$ cat src/hw/cca_defines.svh
// constants for the complement and compare execution block
// assumes inclusion by bare name from package and test files
`ifndef CCA_DEFINES_SVH
`define CCA_DEFINES_SVH

// opcodes of the complement instruction
`define CCA_OPC_COM_REG      8'h60
`define CCA_OPC_COM_IND      8'h61

// instruction length in bytes and execution cycles
`define CCA_COM_BYTES        2
`define CCA_COM_CYCLES       4
`define CCA_CMP_CYCLES       6

// software register offsets (byte addresses)
`define CCA_OFS_CTRL         4'h0
`define CCA_OFS_STATUS       4'h4
`define CCA_OFS_DONE_CNT     4'h8
`define CCA_OFS_REFUSE_CNT   4'hc

// control register fields and reset value
`define CCA_CTRL_EN_BIT      0
`define CCA_CTRL_RESET       1'b1

// status register field positions
`define CCA_ST_RESULT_LSB    0
`define CCA_ST_FLAGS_LSB     8
`define CCA_ST_REFUSED_BIT   16
`define CCA_ST_BUSY_BIT      17

// byte sign bit
`define CCA_SIGN_BIT         7

`endif

$ cat src/hw/cca_pkg.sv
// types shared by the complement and compare execution block
// assumes cca_defines.svh on the include path
`include "cca_defines.svh"

package cca_pkg;

    // source addressing for the compare operation
    typedef enum logic [2:0] {
        CCA_SRC_WREG     = 3'h0,
        CCA_SRC_WREG_IND = 3'h1,
        CCA_SRC_GREG     = 3'h2,
        CCA_SRC_GREG_IND = 3'h3,
        CCA_SRC_IMM      = 3'h4
    } cca_src_mode_t;

    // condition flags
    typedef struct packed {
        logic c;
        logic z;
        logic s;
        logic v;
        logic d;
        logic h;
    } cca_flags_t;

    // request from the decoder
    typedef struct packed {
        logic          cmp;
        logic [7:0]    opcode;
        cca_src_mode_t src_mode;
        logic [7:0]    dst;
        logic [7:0]    src;
        cca_flags_t    flags;
    } cca_req_t;

    // answer to register file and flags register
    typedef struct packed {
        logic       valid;
        logic       write_en;
        logic       dst_indirect;
        logic       refused;
        logic [7:0] result;
        cca_flags_t flags;
    } cca_rsp_t;

    // software register port request
    typedef struct packed {
        logic [3:0]  addr;
        logic [31:0] wdata;
        logic        wr;
        logic        rd;
    } cca_bus_t;

endpackage

$ cat src/hw/cca_alu.sv
// complement and compare execution block of the core
// assumes decoder supplies fetched operands, same clock, sync reset
//
// Notes on behaviour
// - complement writes bitwise inverse of destination
// - complement zero on zero result, sign bit 7
// - complement clears overflow, keeps carry, decimal, half
// - complement two bytes, 4 cycles, opcodes 60/61
// - compare derives flags only, writes nothing back
// - compare carry set on borrow
// - compare zero set when difference zero
// - compare sign set when difference negative
// - compare overflow on signed overflow, keeps decimal, half
//
// Decided for this implementation: the address map and the address-and-strobe port.
`timescale 1ns/10ps

module cca_alu (
    input  wire  logic              core_clk,
    input  wire  logic              rst,
    input  wire  logic              req_valid,
    input  wire  cca_pkg::cca_req_t req,
    output logic                    req_ready,
    output cca_pkg::cca_rsp_t       rsp,
    input  wire  cca_pkg::cca_bus_t bus,
    output logic [31:0]             bus_rdata
);
    import cca_pkg::*;

    // ------------------------------------------------------------
    // sequencer state
    // ------------------------------------------------------------
    typedef enum logic [1:0] {
        CCA_ST_IDLE = 2'b00,
        CCA_ST_EXEC = 2'b01
    } cca_state_t;

    localparam logic [3:0] COM_WAIT = 4'(`CCA_COM_CYCLES - 2);
    localparam logic [3:0] CMP_WAIT = 4'(`CCA_CMP_CYCLES - 2);

    cca_state_t  state_reg;
    cca_state_t  state_next;
    logic [3:0]  cnt_reg;
    logic [3:0]  cnt_next;
    cca_req_t    op_reg;
    cca_req_t    op_next;
    logic        ready_reg;
    logic        ready_next;
    cca_rsp_t    rsp_reg;
    cca_rsp_t    rsp_next;

    // ------------------------------------------------------------
    // software registers
    // ------------------------------------------------------------
    logic        en_reg;
    logic        en_next;
    logic [7:0]  last_result_reg;
    logic [7:0]  last_result_next;
    cca_flags_t  last_flags_reg;
    cca_flags_t  last_flags_next;
    logic        last_refused_reg;
    logic        last_refused_next;
    logic [15:0] done_cnt_reg;
    logic [15:0] done_cnt_next;
    logic [15:0] refuse_cnt_reg;
    logic [15:0] refuse_cnt_next;
    logic [31:0] rdata_reg;
    logic [31:0] rdata_next;

    // ------------------------------------------------------------
    // request checks
    // ------------------------------------------------------------
    logic take;
    logic com_opc_ok;
    logic src_ok;
    logic req_ok;

    always_comb begin
        take       = req_valid & ready_reg;
        com_opc_ok = (req.opcode == `CCA_OPC_COM_REG) ||
                     (req.opcode == `CCA_OPC_COM_IND);
        // five source modes accepted, others refused
        case (req.src_mode)
            CCA_SRC_WREG,
            CCA_SRC_WREG_IND,
            CCA_SRC_GREG,
            CCA_SRC_GREG_IND,
            CCA_SRC_IMM: src_ok = 1'b1;
            default:     src_ok = 1'b0;
        endcase
        req_ok = en_reg & (req.cmp ? src_ok : com_opc_ok);
    end

    // ------------------------------------------------------------
    // complement of the held operation
    // ------------------------------------------------------------
    logic [7:0] com_val;
    cca_flags_t com_flags;
    logic [8:0] diff;
    cca_flags_t cmp_flags;
    genvar      gi;

    // bitwise inversion, one cell per bit
    generate
        for (gi = 0; gi < 8; gi = gi + 1) begin : g_inv
            assign com_val[gi] = ~op_reg.dst[gi];
        end
    endgenerate

    always_comb begin
        com_flags   = op_reg.flags;
        com_flags.z = (com_val == 8'h00);
        com_flags.s = com_val[`CCA_SIGN_BIT];
        com_flags.v = 1'b0;
    end

    // ------------------------------------------------------------
    // compare of the held operation
    // ------------------------------------------------------------
    always_comb begin
        diff        = {1'b0, op_reg.dst} - {1'b0, op_reg.src};
        cmp_flags   = op_reg.flags;
        cmp_flags.c = diff[8];
        cmp_flags.z = (diff[7:0] == 8'h00);
        cmp_flags.s = diff[`CCA_SIGN_BIT];
        cmp_flags.v = (op_reg.dst[`CCA_SIGN_BIT] ^ op_reg.src[`CCA_SIGN_BIT]) &
                      (op_reg.dst[`CCA_SIGN_BIT] ^ diff[`CCA_SIGN_BIT]);
    end

    // ------------------------------------------------------------
    // sequencer next state
    // ------------------------------------------------------------
    always_comb begin
        state_next = state_reg;
        cnt_next   = cnt_reg;
        op_next    = op_reg;
        ready_next = ready_reg;
        rsp_next   = '0;
        case (state_reg)
            CCA_ST_IDLE: begin
                if (take && req_ok) begin
                    op_next    = req;
                    ready_next = 1'b0;
                    state_next = CCA_ST_EXEC;
                    cnt_next   = req.cmp ? CMP_WAIT : COM_WAIT;
                end else if (take) begin
                    // refused request answered at once, nothing written
                    rsp_next.valid   = 1'b1;
                    rsp_next.refused = 1'b1;
                    rsp_next.result  = req.dst;
                    rsp_next.flags   = req.flags;
                end
            end
            CCA_ST_EXEC: begin
                if (cnt_reg == 4'h0) begin
                    state_next     = CCA_ST_IDLE;
                    ready_next     = 1'b1;
                    rsp_next.valid = 1'b1;
                    if (op_reg.cmp) begin
                        rsp_next.write_en = 1'b0;
                        rsp_next.result   = diff[7:0];
                        rsp_next.flags    = cmp_flags;
                    end else begin
                        rsp_next.write_en     = 1'b1;
                        rsp_next.dst_indirect = (op_reg.opcode == `CCA_OPC_COM_IND);
                        rsp_next.result       = com_val;
                        rsp_next.flags        = com_flags;
                    end
                end else begin
                    cnt_next = cnt_reg - 4'h1;
                end
            end
            default: begin
                state_next = CCA_ST_IDLE;
                ready_next = 1'b1;
            end
        endcase
    end

    always_ff @(posedge core_clk) begin
        if (rst) begin
            state_reg <= CCA_ST_IDLE;
            cnt_reg   <= 4'h0;
            op_reg    <= '0;
            ready_reg <= 1'b1;
            rsp_reg   <= '0;
        end else begin
            state_reg <= state_next;
            cnt_reg   <= cnt_next;
            op_reg    <= op_next;
            ready_reg <= ready_next;
            rsp_reg   <= rsp_next;
        end
    end

    // ------------------------------------------------------------
    // control and last-answer registers
    // ------------------------------------------------------------
    always_comb begin
        en_next           = en_reg;
        last_result_next  = last_result_reg;
        last_flags_next   = last_flags_reg;
        last_refused_next = last_refused_reg;
        if (bus.wr && bus.addr == `CCA_OFS_CTRL) begin
            en_next = bus.wdata[`CCA_CTRL_EN_BIT];
        end
        // status follows every answer, refused ones too
        if (rsp_next.valid) begin
            last_result_next  = rsp_next.result;
            last_flags_next   = rsp_next.flags;
            last_refused_next = rsp_next.refused;
        end
    end

    always_ff @(posedge core_clk) begin
        if (rst) begin
            en_reg           <= `CCA_CTRL_RESET;
            last_result_reg  <= 8'h00;
            last_flags_reg   <= '0;
            last_refused_reg <= 1'b0;
        end else begin
            en_reg           <= en_next;
            last_result_reg  <= last_result_next;
            last_flags_reg   <= last_flags_next;
            last_refused_reg <= last_refused_next;
        end
    end

    // ------------------------------------------------------------
    // answer counters
    // ------------------------------------------------------------
    always_comb begin
        done_cnt_next   = done_cnt_reg;
        refuse_cnt_next = refuse_cnt_reg;
        // writes clear; a same-cycle event still counts
        if (bus.wr && bus.addr == `CCA_OFS_DONE_CNT) begin
            done_cnt_next = 16'h0000;
        end
        if (bus.wr && bus.addr == `CCA_OFS_REFUSE_CNT) begin
            refuse_cnt_next = 16'h0000;
        end
        if (rsp_next.valid && rsp_next.refused) begin
            refuse_cnt_next = refuse_cnt_next + 16'h0001;
        end
        if (rsp_next.valid && !rsp_next.refused) begin
            done_cnt_next = done_cnt_next + 16'h0001;
        end
    end

    always_ff @(posedge core_clk) begin
        if (rst) begin
            done_cnt_reg   <= 16'h0000;
            refuse_cnt_reg <= 16'h0000;
        end else begin
            done_cnt_reg   <= done_cnt_next;
            refuse_cnt_reg <= refuse_cnt_next;
        end
    end

    // ------------------------------------------------------------
    // read data, standing one cycle after the strobe
    // ------------------------------------------------------------
    always_comb begin
        rdata_next = 32'h0000_0000;
        if (bus.rd) begin
            case (bus.addr)
                `CCA_OFS_CTRL: begin
                    rdata_next[`CCA_CTRL_EN_BIT] = en_reg;
                end
                `CCA_OFS_STATUS: begin
                    rdata_next[`CCA_ST_RESULT_LSB +: 8] = last_result_reg;
                    rdata_next[`CCA_ST_FLAGS_LSB +: 6]  = last_flags_reg;
                    rdata_next[`CCA_ST_REFUSED_BIT]     = last_refused_reg;
                    rdata_next[`CCA_ST_BUSY_BIT]        = ~ready_reg;
                end
                `CCA_OFS_DONE_CNT: begin
                    rdata_next[15:0] = done_cnt_reg;
                end
                `CCA_OFS_REFUSE_CNT: begin
                    rdata_next[15:0] = refuse_cnt_reg;
                end
                default: begin
                    rdata_next = 32'h0000_0000;
                end
            endcase
        end
    end

    always_ff @(posedge core_clk) begin
        if (rst) begin
            rdata_reg <= 32'h0000_0000;
        end else begin
            rdata_reg <= rdata_next;
        end
    end

    // ------------------------------------------------------------
    // outputs
    // ------------------------------------------------------------
    always_comb begin
        req_ready = ready_reg;
        rsp       = rsp_reg;
        bus_rdata = rdata_reg;
    end

endmodule

$ cat config.mk
export PLATFORM = sky130hd
export DESIGN_NAME = cca_alu
export DESIGN_NICKNAME = d
export VERILOG_FILES = /design/src/hw/cca_pkg.sv /design/src/hw/cca_alu.sv
export VERILOG_INCLUDE_DIRS = /design/src /design/src/hw
export SDC_FILE = /design/constraint.sdc
export NUM_CORES = 1
export LEC_CHECK = 0
export ABC_AREA = 1
export BUFFER_PORTS_ARGS = -buffer_cell sky130_fd_sc_hd__buf_2
export CAP_MARGIN = 20
export CELL_PAD_IN_SITES_DETAIL_PLACEMENT = 0
export CELL_PAD_IN_SITES_GLOBAL_PLACEMENT = 1
export CORE_ASPECT_RATIO = 1.5
export CORE_MARGIN = 3
export CORE_UTILIZATION = 25
export CTS_CLUSTER_SIZE = 30
export DETAILED_ROUTE_END_ITERATION = 16
export PLACE_DENSITY_LB_ADDON = 0.1
export SYNTH_ARGS = -nofsm -noshare
export SYNTH_HDL_FRONTEND = slang
export SYNTH_SLANG_ARGS = --single-unit
$ cat constraint.sdc
create_clock -name core_clk -period 2.55 [get_ports core_clk]
set_input_delay 0.3825 -clock core_clk [delete_from_list [all_inputs] [get_ports core_clk]]
set_output_delay 0.3825 -clock core_clk [all_outputs]
set_load 0.02 [all_outputs]
==> flow_summary.json <==
{
  "htreeDepth": 4,
  "tns_ps": 0,
  "powerDensity_nw_per_um2": 699,
  "crit_chain": "inv_1 > ha_1 > nand2_1 > nor2_2 > nand2_1 > buf_4 > nor2_4 > nand2_1 > inv_1 > a21oi_1 > o211ai_1",
  "fin_crit_sh_pct": 81.1,
  "fmax_mhz": 483,
  "grt_overflow": 0,
  "fin_nets": 987,
  "root_buffer": "clkbuf_16",
  "stdcell_count": 1188,
  "tightestPinTransition_ps": 633,
  "synthToLayoutAreaGrowth_pct": 21.9,
  "rsz0062_at_grt": "false",
  "drc": 0,
  "maxCapViolations": 0,
  "status": "completed",
  "hp-class": "input port to flop",
  "vias": 5256,
  "cts_inserted_buffers": 17,
  "grt_pass1_vias": 5275,
  "worstSetupEndpointType": "flop",
  "worstPathMaxFanout": 7,
  "ant_nets": 0,
  "numClockSinks": 118,
  "die-area_sq_um": 24900,
  "grt_antenna_before_repair": 0,
  "num_rows": 67,
  "drt_iter0_drc": 205,
  "grt.total_usage_pct": 14.9,
  "netlist_area_sq_um": 5750,
  "portBuffers": 80,
  "critPathRequiredTime_ps": 2840,
  "syn_area_per_cell_sq_um": 7.09,
  "relSlewSlack_pct": 57.7,
  "n_antenna_cell": 0,
  "min_period_ps": 2070,
  "whs_ps": 215,
  "synth_warnings": 0,
  "async_flop_share_pct": 0,
  "dp_hpwl_microns": 14100,
  "cp_slowest_cell": "dfxtp_1",
  "ys.flop_type": "dfxtp_1",
  "viasPerCell": 4.42,
  "grt_first_pass_wirelength_microns": 28100,
  "ir_drop_v": 0.000406,
  "hold_viol_final": 0,
  "drv_slew": 0,
  "synth_largest_area_cell": "dfxtp_1",
  "drive_gt1_share_pct": 17.4,
  "synth_edf_count": 0,
  "finalClockSkew_ps": 7.53,
  "yosysUniqueCellTypes": 41,
  "ys_ff_latch": 118,
  "yosys-top-cells-area": "dfxtp_1 41%, nand2_1 13%, inv_1 7.8%, a21oi_1 6.4%, o21ai_0 5.6%",
  "synth_top_area_share_pct": 41.1,
  "wire_per_inst_microns": 15.1,
  "start_util_pct": 25.6,
  "ctsResizeCount": 0,
  "setup_viol": 0,
  "io_pins": 126,
  "cp_data_arrival_time_ps": 2360,
  "cpPeakStageDelay_ps": 330,
  "first_pass_iters": 4,
  "cts_tree": "done",
  "p_leak_nw": 3.21,
  "wl_microns": 17900,
  "die_w_microns": 130,
  "largest_reg_flops": 25,
  "critPathKind": "flop to flop",
  "ctsHoldBuffers": 0,
  "postCtsSetupBuffers": 0,
  "cp-start-kind": "flop",
  "dp.cells": 1156,
  "cp_common_cell": "nand2_1",
  "clock_path_buffers": 2,
  "grt_max_degree": 41,
  "core_area_sq_um": 22500,
  "finalWeightedCongestion": 0.768,
  "synth_cells": 810,
  "ys_seq_area_share_pct": 41.1,
  "path_clk_slew_ps": 50,
  "clkLatencyLatePin_ps": 420,
  "die_h_microns": 192
}
## kinds of logic (layout without fill, tap and decap cells)
kind of cell / count (synthesis) / after routing / synth area share, %
simple gates: 354 / 354 / 28.2
flops: 118 / 118 / 41.1
fa+ha+maj: 13 / 13 / 2.96
compound gates: 161 / 161 / 15.0
buf+inv: 161 / 250 / 12.3
other cells: 1 / 14 / 0.0653
xor+xnor: 2 / 2 / 0.305
## stage by stage
step / util [%] / total power, mW / area, sq um / worst slack (ps)
detailed placement: 28.6 / 2.62 / 6420 / 392
global route: 31.2 / 5.14 / 7000 / 310
floorplan: - / 2.42 / 5790 / 563
finish: 31.2 / 4.90 / 7000 / 482
global placement: 28.6 / 2.62 / 6420 / 384
CTS: 31.2 / 4.99 / 7000 / 445
## worst max-delay path, delay by kind of cell (launching register included)
| family | cells | cell delay, ps |
|---|---|---|
| flops | 1 | 330 |
| compound gates | 2 | 360 |
| buf+inv | 3 | 400 |
| simple gates | 5 | 660 |
| fa+ha+maj | 1 | 200 |
## power breakdown
part           total (mW)  leakage (nW)  internal (mW)  switching (mW)
clock network        2.33         0.270           1.44           0.896
registers            1.98         0.960           1.93          0.0443
logic               0.589          1.99          0.192           0.397
## cells in the final DEF (no fill, tap or decap), types with 2 or more instances in the layout
cell type,n
conb_1,14
clkinvlp_4,6
nor2_4,4
a21oi_1,73
nand2_4,2
nand3b_1,4
nor3_1,13
nand3_4,2
nand2_2,6
o221ai_1,3
o211ai_1,14
nor3_4,2
buf_2,80
nand4_2,2
nor2_2,7
xnor2_1,2
nand2_1,206
o21ai_1,2
nand3_1,40
inv_1,119
clkbuf_16,17
ha_1,12
dfxtp_1,118
o21ai_0,64
inv_2,3
nor2_1,44
buf_4,14
clkinv_2,3
nand3_2,2
clkbuf_8,4
nand4_1,16
## area by class of cell
cell class	instances	area, sq um
Tap cell	276	345
Sequential cell	118	2360
Clock buffer	21	480
Clock inverter	11	98.8
Multi-Input combinational cell	544	2730
Fill cell	2540	15500
Timing Repair Buffer	95	526
Inverter	123	462
## path summary, 6_finish.rpt
| check | cells past startpoint | slack [ps] | startpoint | endpoint |
|---|---|---|---|---|
| setup / recovery | 11 | 480 | cnt_reg[0] | last_result_reg[3] |
| hold / removal | 3 | 220 | req[1] | rsp[1] |
| hold reg to reg | 2 | 440 | cmp_flags[1] | cmp_flags[1] |
| setup reg to reg | 11 | 480 | cnt_reg[0] | last_result_reg[3] |
## per-layer routing
metal	track usage (%)	share of wire, %	wire, microns	vias up
li1	-	-	-	2772
met1	16.0	40	7200	2380
met2	29.1	55	9940	90
met3	2.73	3.3	587	14
met4	4.44	1.1	199	0
met5	0	0	0	-
## synthesized netlist by cell type (4+ instances only)
cell,n
ha_1,12
nand4_1,16
o211ai_1,14
nand3_1,41
nor2_2,7
nand2_1,206
nor2_4,4
nor2_1,44
nor3_1,13
nand2_2,6
buf_4,15
inv_1,119
dfxtp_1,118
buf_2,10
nand3b_1,4
clkbuf_1,9
o21ai_0,64
a21oi_1,73
Power figures use the tool's default switching activity.
